==> config.mk <==
export PLATFORM = sky130hd
export DESIGN_NAME = tdc_readout_device_flat
export DESIGN_NICKNAME = d
export VERILOG_FILES = /design/src/rtl/tdc_readout_pkg.sv /design/src/rtl/tdc_link_if.sv /design/src/rtl/tdc_readout_device.sv /design/src/flat_wrapper.sv
export SDC_FILE = /design/constraint.sdc
export NUM_CORES = 1
export LEC_CHECK = 0
export BUFFER_PORTS_ARGS = -buffer_cell sky130_fd_sc_hd__buf_4
export CORE_ASPECT_RATIO = 0.7
export CORE_MARGIN = 8
export CORE_UTILIZATION = 45
export DETAILED_ROUTE_END_ITERATION = 10
export GPL_TIMING_DRIVEN = 0
export PLACE_DENSITY = 0.59
export SLEW_MARGIN = 20
export SYNTH_ARGS = -nofsm -noshare
export SYNTH_HDL_FRONTEND = slang
export SYNTH_SLANG_ARGS = --single-unit
==> constraint.sdc <==
create_clock -name pclk -period 3.9 [get_ports pclk]
set_input_delay 0.195 -clock pclk [delete_from_list [all_inputs] [get_ports pclk]]
set_output_delay 0.195 -clock pclk [all_outputs]
set_load 0.01 [all_outputs]
==> src/rtl/tdc_readout_pkg.sv <==
package tdc_readout_pkg;
  // link addresses
  localparam logic [7:0] ADDR_CH1 = 8'h15;
  localparam logic [7:0] ADDR_CH2 = 8'h1b;
  localparam logic [7:0] ADDR_STAT4 = 8'h22;
  localparam logic [7:0] ADDR_STAT3 = 8'h20;
  localparam logic [7:0] ADDR_REARM = 8'h30;
  // result encoding
  localparam logic [23:0] MISSING_TIME = 24'hffffff;
  localparam logic [1:0] FMT_TWO_BYTE = 2'h1;
  localparam logic [1:0] FMT_TIME_ONLY = 2'h2;
  localparam logic [2:0] SLOTS = 3'h4;
  localparam logic SSN_REARM_EN = 1'b0;
  // host register map
  localparam int APB_AW = 8;
  localparam logic [7:0] OFS_CTRL = 8'h00;
  localparam logic [7:0] OFS_STATUS = 8'h04;
  localparam logic [7:0] OFS_RXDATA = 8'h08;
  localparam logic [7:0] OFS_INT_STAT = 8'h0c;
  localparam logic [7:0] OFS_INT_MASK = 8'h10;
  // control fields
  localparam int CTRL_ADDR_LSB = 0;
  localparam int CTRL_NB_LSB = 8;
  localparam int CTRL_REARM_BIT = 16;
  localparam int CTRL_GO_BIT = 17;
  localparam int CTRL_HOLD_BIT = 18;
  localparam int CTRL_DATA_ONLY_BIT = 19;
  // interrupt bits
  localparam int EV_DONE = 0;
  localparam int EV_DEV_IRQ = 1;
  localparam int EV_REFUSED = 2;
  localparam logic [2:0] MASK_RESET = 3'h0;
  // timing
  localparam int PCLK_MHZ = 100;
  localparam int SCLK_HALF_NS = 80;
  localparam logic [3:0] SCLK_HALF_CYC = 4'(SCLK_HALF_NS * PCLK_MHZ / 1000);
  localparam int REARM_PIN_NS = 40;
  localparam logic [2:0] REARM_PIN_CYC = 3'((REARM_PIN_NS * PCLK_MHZ + 999) / 1000);
  typedef enum logic [2:0] {SRC_NONE, SRC_CH1, SRC_CH2, SRC_ST3, SRC_ST4} src_t;
  typedef enum logic [1:0] {H_IDLE, H_RUN, H_GAP} host_state_t;
endpackage : tdc_readout_pkg

==> src/rtl/tdc_link_if.sv <==
`timescale 1ns/1ps
interface tdc_link_if;
  logic sclk;
  logic ssn;
  logic mosi;
  logic miso;
  logic dev_irq;
  logic rearm_pin;
  modport device (input sclk, input ssn, input mosi, input rearm_pin, output miso, output dev_irq);
  modport host (output sclk, output ssn, output mosi, output rearm_pin, input miso, input dev_irq);
endinterface : tdc_link_if

==> src/rtl/tdc_readout_device.sv <==
// Implementation choices: register access over APB and the register addresses.
`timescale 1ns/1ps
// Function
// - missing stop slot reads as all ones
// - address 0x15 serves successive channel one pulses
// - address 0x1b serves successive channel two pulses
// - separate read pointers for both channels
// - four byte status word at 0x22
// - host may read three byte status at 0x20, the low three bytes of the word
// - re-arm by pin or command only
// - incremental 0x15 alternates channel one, two
// - combined mode steers first input alternately
// - combined two-byte mode streams eight words
// - format 2 gives three byte words
// - format 1 drops least significant byte
// - access mode selects single or incremental
module tdc_readout_device
  import tdc_readout_pkg::*;
(
  // clock and reset
  input wire logic pclk,
  input wire logic presetn,
  input wire logic ce,
  // link
  tdc_link_if.device lnk,
  // measurement results
  input wire logic stop_pulse,
  input wire logic stop_channel,
  input wire logic [23:0] stop_time,
  input wire logic meas_done,
  // configuration
  input wire logic [1:0] readout_format,
  input wire logic access_sequencing_mode,
  input wire logic combined_mode,
  // re-arm indication
  output logic rearm_measurement
);
  import tdc_readout_pkg::*;

  typedef struct packed {
    logic [2:0] sclk_s;
    logic [2:0] ssn_s;
    logic [2:0] mosi_s;
    logic [2:0] rpin_s;
    logic [2:0] bit_cnt;
    logic data_ph;
    logic [7:0] addr;
    src_t src;
    logic alt;
    logic [31:0] word;
    logic [2:0] left;
    logic [7:0] sh;
    logic miso;
    logic [2:0] rd1;
    logic [2:0] rd2;
    logic [2:0] cnt1;
    logic [2:0] cnt2;
    logic [3:0][23:0] slot1;
    logic [3:0][23:0] slot2;
    logic steer;
    logic done;
    logic rearm;
  } dev_t;

  dev_t q;
  dev_t n;

  logic rise;
  logic fall;
  logic sel;
  logic to_ch2;
  logic take;
  logic cmd_rearm;
  logic [7:0] a;
  logic [23:0] flight_time_word;
  logic [31:0] w;
  logic [2:0] nb;
  logic [7:0] b;
  logic [31:0] stat;

  always_comb begin
    n = q;
    rise = 1'b0;
    fall = 1'b0;
    sel = 1'b0;
    to_ch2 = 1'b0;
    take = 1'b0;
    cmd_rearm = 1'b0;
    a = 8'h00;
    flight_time_word = MISSING_TIME;
    w = 32'hffffffff;
    nb = 3'h4;
    b = 8'hff;
    stat = {15'h0000, q.done, 5'h00, q.cnt1, 5'h00, q.cnt2};
    if (ce) begin
      n.rearm = 1'b0;
      n.sclk_s = {q.sclk_s[1:0], lnk.sclk};
      n.ssn_s = {q.ssn_s[1:0], lnk.ssn};
      n.mosi_s = {q.mosi_s[1:0], lnk.mosi};
      n.rpin_s = {q.rpin_s[1:0], lnk.rearm_pin};
      rise = q.sclk_s[1] & ~q.sclk_s[2];
      fall = ~q.sclk_s[1] & q.sclk_s[2];
      sel = ~q.ssn_s[1];
      // result capture
      take = stop_pulse & ~q.done & ~(combined_mode & stop_channel);
      to_ch2 = combined_mode ? q.steer : stop_channel;
      if (take && combined_mode) begin
        n.steer = ~q.steer;
      end
      if (take && !to_ch2 && q.cnt1 < SLOTS) begin
        n.slot1[q.cnt1[1:0]] = stop_time;
        n.cnt1 = q.cnt1 + 3'h1;
      end
      if (take && to_ch2 && q.cnt2 < SLOTS) begin
        n.slot2[q.cnt2[1:0]] = stop_time;
        n.cnt2 = q.cnt2 + 3'h1;
      end
      // link
      if (!sel) begin
        n.bit_cnt = 3'h0;
        n.data_ph = 1'b0;
        n.src = SRC_NONE;
        n.left = 3'h0;
        n.miso = 1'b0;
      end else begin
        if (rise) begin
          n.bit_cnt = q.bit_cnt + 3'h1;
          a = {q.addr[6:0], q.mosi_s[1]};
          if (!q.data_ph) begin
            n.addr = a;
          end
          if (!q.data_ph && q.bit_cnt == 3'h7) begin
            n.data_ph = 1'b1;
            n.alt = access_sequencing_mode;
            case (a)
              ADDR_CH1: n.src = SRC_CH1;
              ADDR_CH2: n.src = SRC_CH2;
              ADDR_STAT3: n.src = SRC_ST3;
              ADDR_STAT4: n.src = SRC_ST4;
              ADDR_REARM: cmd_rearm = 1'b1;
              default: n.src = SRC_NONE;
            endcase
            if (a == ADDR_CH2) begin
              n.alt = 1'b0;
            end
          end
        end
        if (fall && q.data_ph && q.bit_cnt == 3'h0) begin
          if (q.left == 3'h0) begin
            case (q.src)
              SRC_CH1: begin
                if (q.rd1 < SLOTS) begin
                  flight_time_word = q.slot1[q.rd1[1:0]];
                  n.rd1 = q.rd1 + 3'h1;
                end
                if (!access_sequencing_mode) begin
                  n.src = SRC_NONE;
                end else if (q.alt) begin
                  n.src = SRC_CH2;
                end
              end
              SRC_CH2: begin
                if (q.rd2 < SLOTS) begin
                  flight_time_word = q.slot2[q.rd2[1:0]];
                  n.rd2 = q.rd2 + 3'h1;
                end
                if (!access_sequencing_mode) begin
                  n.src = SRC_NONE;
                end else if (q.alt) begin
                  n.src = SRC_CH1;
                end
              end
              default: n.src = SRC_NONE;
            endcase
            case (q.src)
              SRC_CH1, SRC_CH2: begin
                if (readout_format == FMT_TWO_BYTE) begin
                  w = {flight_time_word[23:8], 16'h0000};
                  nb = 3'h2;
                end else begin
                  w = {flight_time_word, 8'h00};
                  nb = 3'h3;
                end
              end
              SRC_ST3: begin
                w = {stat[23:0], 8'h00};
                nb = 3'h3;
                n.src = SRC_NONE;
              end
              SRC_ST4: begin
                w = stat;
                nb = 3'h4;
                n.src = SRC_NONE;
              end
              default: begin
                w = 32'hffffffff;
                nb = 3'h4;
              end
            endcase
          end else begin
            w = q.word;
            nb = q.left;
          end
          b = w[31:24];
          n.word = {w[23:0], 8'h00};
          n.left = nb - 3'h1;
          n.miso = b[7];
          n.sh = {b[6:0], 1'b0};
        end else if (fall && q.data_ph) begin
          n.miso = q.sh[7];
          n.sh = {q.sh[6:0], 1'b0};
        end
      end
      // re-arm: pin edge or command, never select edge
      if ((q.rpin_s[1] & ~q.rpin_s[2]) | cmd_rearm | (SSN_REARM_EN & ~sel)) begin
        n.done = 1'b0;
        n.cnt1 = 3'h0;
        n.cnt2 = 3'h0;
        n.rd1 = 3'h0;
        n.rd2 = 3'h0;
        n.steer = 1'b0;
        n.rearm = 1'b1;
        for (int i = 0; i < 4; i++) begin
          n.slot1[i] = MISSING_TIME;
          n.slot2[i] = MISSING_TIME;
        end
      end
      // completion wins over a re-arm in the same cycle
      if (meas_done) begin
        n.done = 1'b1;
      end
    end
  end

  always_ff @(posedge pclk or negedge presetn) begin
    if (!presetn) begin
      q <= '0;
      q.ssn_s <= 3'h7;
      q.src <= SRC_NONE;
      q.slot1 <= {4{MISSING_TIME}};
      q.slot2 <= {4{MISSING_TIME}};
    end else begin
      q <= n;
    end
  end

  assign lnk.miso = q.miso;
  assign lnk.dev_irq = q.done;
  assign rearm_measurement = q.rearm;
endmodule : tdc_readout_device

==> src/flat_wrapper.sv <==
// flat-port wrapper written by rule: the top's interface ports become plain ports
module tdc_readout_device_flat import tdc_readout_pkg::*;
  (pclk, presetn, ce, stop_pulse, stop_channel, stop_time, meas_done, readout_format, access_sequencing_mode, combined_mode, rearm_measurement, lnk_sclk, lnk_ssn, lnk_mosi, lnk_rearm_pin, lnk_miso, lnk_dev_irq);
  tdc_link_if lnk_i ();
  input wire logic pclk;
  input wire logic presetn;
  input wire logic ce;
  input wire logic stop_pulse;
  input wire logic stop_channel;
  input wire logic [23:0] stop_time;
  input wire logic meas_done;
  input wire logic [1:0] readout_format;
  input wire logic access_sequencing_mode;
  input wire logic combined_mode;
  output logic rearm_measurement;
  input wire logic [$bits(lnk_i.sclk)-1:0] lnk_sclk;
  input wire logic [$bits(lnk_i.ssn)-1:0] lnk_ssn;
  input wire logic [$bits(lnk_i.mosi)-1:0] lnk_mosi;
  input wire logic [$bits(lnk_i.rearm_pin)-1:0] lnk_rearm_pin;
  output wire logic [$bits(lnk_i.miso)-1:0] lnk_miso;
  output wire logic [$bits(lnk_i.dev_irq)-1:0] lnk_dev_irq;
  assign lnk_i.sclk = lnk_sclk;
  assign lnk_i.ssn = lnk_ssn;
  assign lnk_i.mosi = lnk_mosi;
  assign lnk_i.rearm_pin = lnk_rearm_pin;
  assign lnk_miso = lnk_i.miso;
  assign lnk_dev_irq = lnk_i.dev_irq;
  tdc_readout_device u_core (.pclk(pclk), .presetn(presetn), .ce(ce), .lnk(lnk_i), .stop_pulse(stop_pulse), .stop_channel(stop_channel), .stop_time(stop_time), .meas_done(meas_done), .readout_format(readout_format), .access_sequencing_mode(access_sequencing_mode), .combined_mode(combined_mode), .rearm_measurement(rearm_measurement));
endmodule
==> results.yml <==
sta:
  setup_viol: 0
  worstMarginPinSlew_ns: 0.766
  rsz0062_at_grt: "no"
  tns_ns: 0
  finalCritPeriodShare_pct: 80.7
  fin_crit_ns: 3.15
  max_freq_ghz: 0.318
  final_max_slew_viol_count: 0
  hold_violations: 0
  relSlewSlack_pct: 48.9
  skew_ns: 0.0107
  holdWs_ns: 0.0242
yosys:
  async_reset_ff_share_pct: 100
  syn_nets: 1275
  yosys_warnings: 0
  synth_top_family_by_area: "compound AO/OA/AOI/OAI gates"
  synth_simple_gate_area_share_pct: 9.06
  synthMuxAreaShare_pct: 8.98
  synth-main-ff-cell: "dfstp_2"
  synth-compound-area-share_pct: 23.5
  synth_xor_area_share_pct: 0.0660
  ys_ff_latch: 263
  synth_cell_type_count: 67
  postSynthCellCount: 1223
  avgSynthCellArea_um2: 10.9
  synthAdderAreaFrac_pct: 1.32
  synth-seq-area-share_pct: 51.4
  synth_edf_count: 0
  synthesis.area_mm2: 0.0133
pwr:
  p_per_area_mw_per_mm2: 557
  ir_drop_uv: 371
  power.leakage_uw: 0.00559
floorplanning:
  coreArea_mm2: 0.0290
  row_count: 52
  fp.dieW_um: 221
  ios: 41
  fp.dieArea_mm2: 0.0353
  initial_utilization_pct: 45.9
  chipHeight_um: 160
route:
  drt_iter0_markers: 1085
  final_antenna_net_count: 0
  drtPass1Iterations: 5
  routedWlPerCell_um: 24.2
  drt_wl_total_um: 40600
  via_per_inst: 6.15
  drc: 0
  vias: 10300
global_routing:
  first_global_vias: 10100
  grt.overflow.total: 0
  antenna_found_initial: 0
  grt_max_degree: 88
  track_usage_pct: 22.4
  grt_pass1_wl_um: 62600
setup_path:
  end_kind: "flip-flop"
  arrival_ns: 3.64
  critical_path.startpoint_type: "flip-flop"
  worstPathRequired_ns: 4.39
  crit_fanout: 10
  worst-setup-path-type: "flip-flop to flip-flop"
place:
  gp_congestion: 0.924
  dpl.hpwl_um: 28600
  portBuffers: 16
  post-place-cells: 1620
layout:
  layout_commonest_cell: "dfstp_2"
  drive_gt1_share_pct: 29.2
  syn_to_final_growth_pct: 13.1
  fin_nets: 1335
  final_cell_count_no_fill: 1681
  diodes: 0
  final_cell_mix: "dfstp_2 (194), a21oi_1 (163), o22a_1 (120)"
clock_tree:
  cts_made_buffers: 27
  cts_setup_buffers: 0
  clk-insertion-delay-late_ns: 0.56
  ctsLongestPathBuffers: 3
  htreeDepth: 1
  clk_pin_slew_ns: 0.06
  cts_root_buf: "clkbuf_16"
  cts_tree: "done"
  cts.sink_count: 263
hold_path:
  hp-class: "primary input to flip-flop"
status:
  status: "finished, final reports clean"
job:
  drv_cap: 0
state kept, by name (all words and copies together), names as in the netlist:
register,flops
u_core.q,260
u_core.rearm_measurement,1
u_core.lnk.dev_irq,1
u_core.lnk.miso,1
critical path, cell delays in order, from the launching register on:
cell	delay, ns
dfrtp_1	0.39
ha_1	0.16
ha_1	0.21
or4bb_4	0.61
nor4_4	0.61
nor2_2	0.24
nand2_1	0.29
buf_2	0.35
o22a_1	0.21
area by class of cell:
class,count,area [um^2]
clock inverters,10,129
multi-input cells,824,5710
flip-flops and latches,263,6820
repair buffers,31,330
inverters,14,52.6
clock buffers,39,791
fillers,2628,13900
well taps,378,473
plain buffers,122,704
layer usage:
metal  GRT usage, %  vias to the layer above  wire length, um
met4           4.54                        0              723
met1           34.7                     5264            20000
met5              0                        -                0
li1               -                     4638                -
met2           30.8                      383            16500
met3           5.73                       48             3430
metrics by stage:
stage	worst slack (ns)	cell area (um^2)	util [%]	total power (uW)
finish	0.754	15000	51.8	8360
CTS	0.839	15000	51.8	8380
detailed placement	0.877	14000	48.2	5630
floorplan	1.54	13300	-	4980
global placement	0.403	13900	47.9	5570
global route	0.688	15000	51.8	8760
report_power, final:
group	switching, uW	total, uW	leakage, uW	internal (uW)
clock	1120	2720	0.000459	1600
combinational	1090	1790	0.00221	703
sequential	321	3850	0.00292	3530
total	2530	8360	0.00559	5830
what timing repair did:
| item | 4_1_cts | 5_1_grt |
|---|---|---|
| hold buffers | 12 | 0 |
| endpoints found under the hold margin | 82 | 0 |
| gates resized for setup | 0 | 0 |
worst paths after layout:
check,startpoint,slack [ns],cells past startpoint,to
setup / recovery,u_core.q[264],0.75,8,u_core.q[187]
hold / removal,stop_time[19],0.02,2,u_core.q[94]
setup reg to reg,u_core.q[264],0.75,8,u_core.q[187]
hold reg to reg,u_core.q[234],0.48,2,u_core.q[234]
max in group asynchronous,presetn,2.76,4,u_core.q[14]
min in group asynchronous,presetn,0.05,2,u_core.q[199]
cells by family (layout without fill, tap and decap cells):
| kind of cell | Yosys count | in the layout |
|---|---|---|
| flip-flops | 263 | 263 |
| adder cells (fa/ha/maj) | 14 | 14 |
| multiplexers | 108 | 108 |
| AO/OA/AOI/OAI | 462 | 462 |
| AND/OR/NAND/NOR | 239 | 239 |
| XOR/XNOR | 1 | 1 |
| buffers and inverters | 136 | 216 |
synthesized netlist by cell type, drive strengths merged, types with 2 or more instances:
master,n,share of area [%]
o32ai,2,0.13
or4bb,2,0.20
or2,5,0.24
or3,22,1.0
a211oi,3,0.17
mux2i,82,6.2
o31ai,4,0.23
a2111oi,3,0.39
mux4,7,1.2
nor2b,12,0.57
nor4,2,0.32
a21o,4,0.23
and2,5,0.24
buf,65,3.5
mux2,19,1.6
nor4b,2,0.13
or4,3,0.17
dfrtp,69,13
a22o,3,0.20
nand2b,7,0.39
nor2,109,3.1
ha,14,1.3
o21ai,61,2.3
dfstp,194,38
nor3,2,0.075
nand3b,2,0.11
clkbuf,57,1.8
nand4,3,0.14
o22a,120,7.9
inv,14,0.40
nor3b,4,0.23
a211o,3,0.20
o22ai,4,0.19
a31oi,17,0.80
a32oi,3,0.20
a21oi,166,6.5
nand3,13,0.53
or3b,2,0.13
a22oi,54,3.1
a32o,3,0.23
a221oi,7,0.46
nand2,39,1.1
Note: power is estimated with default switching activity, not from simulation.
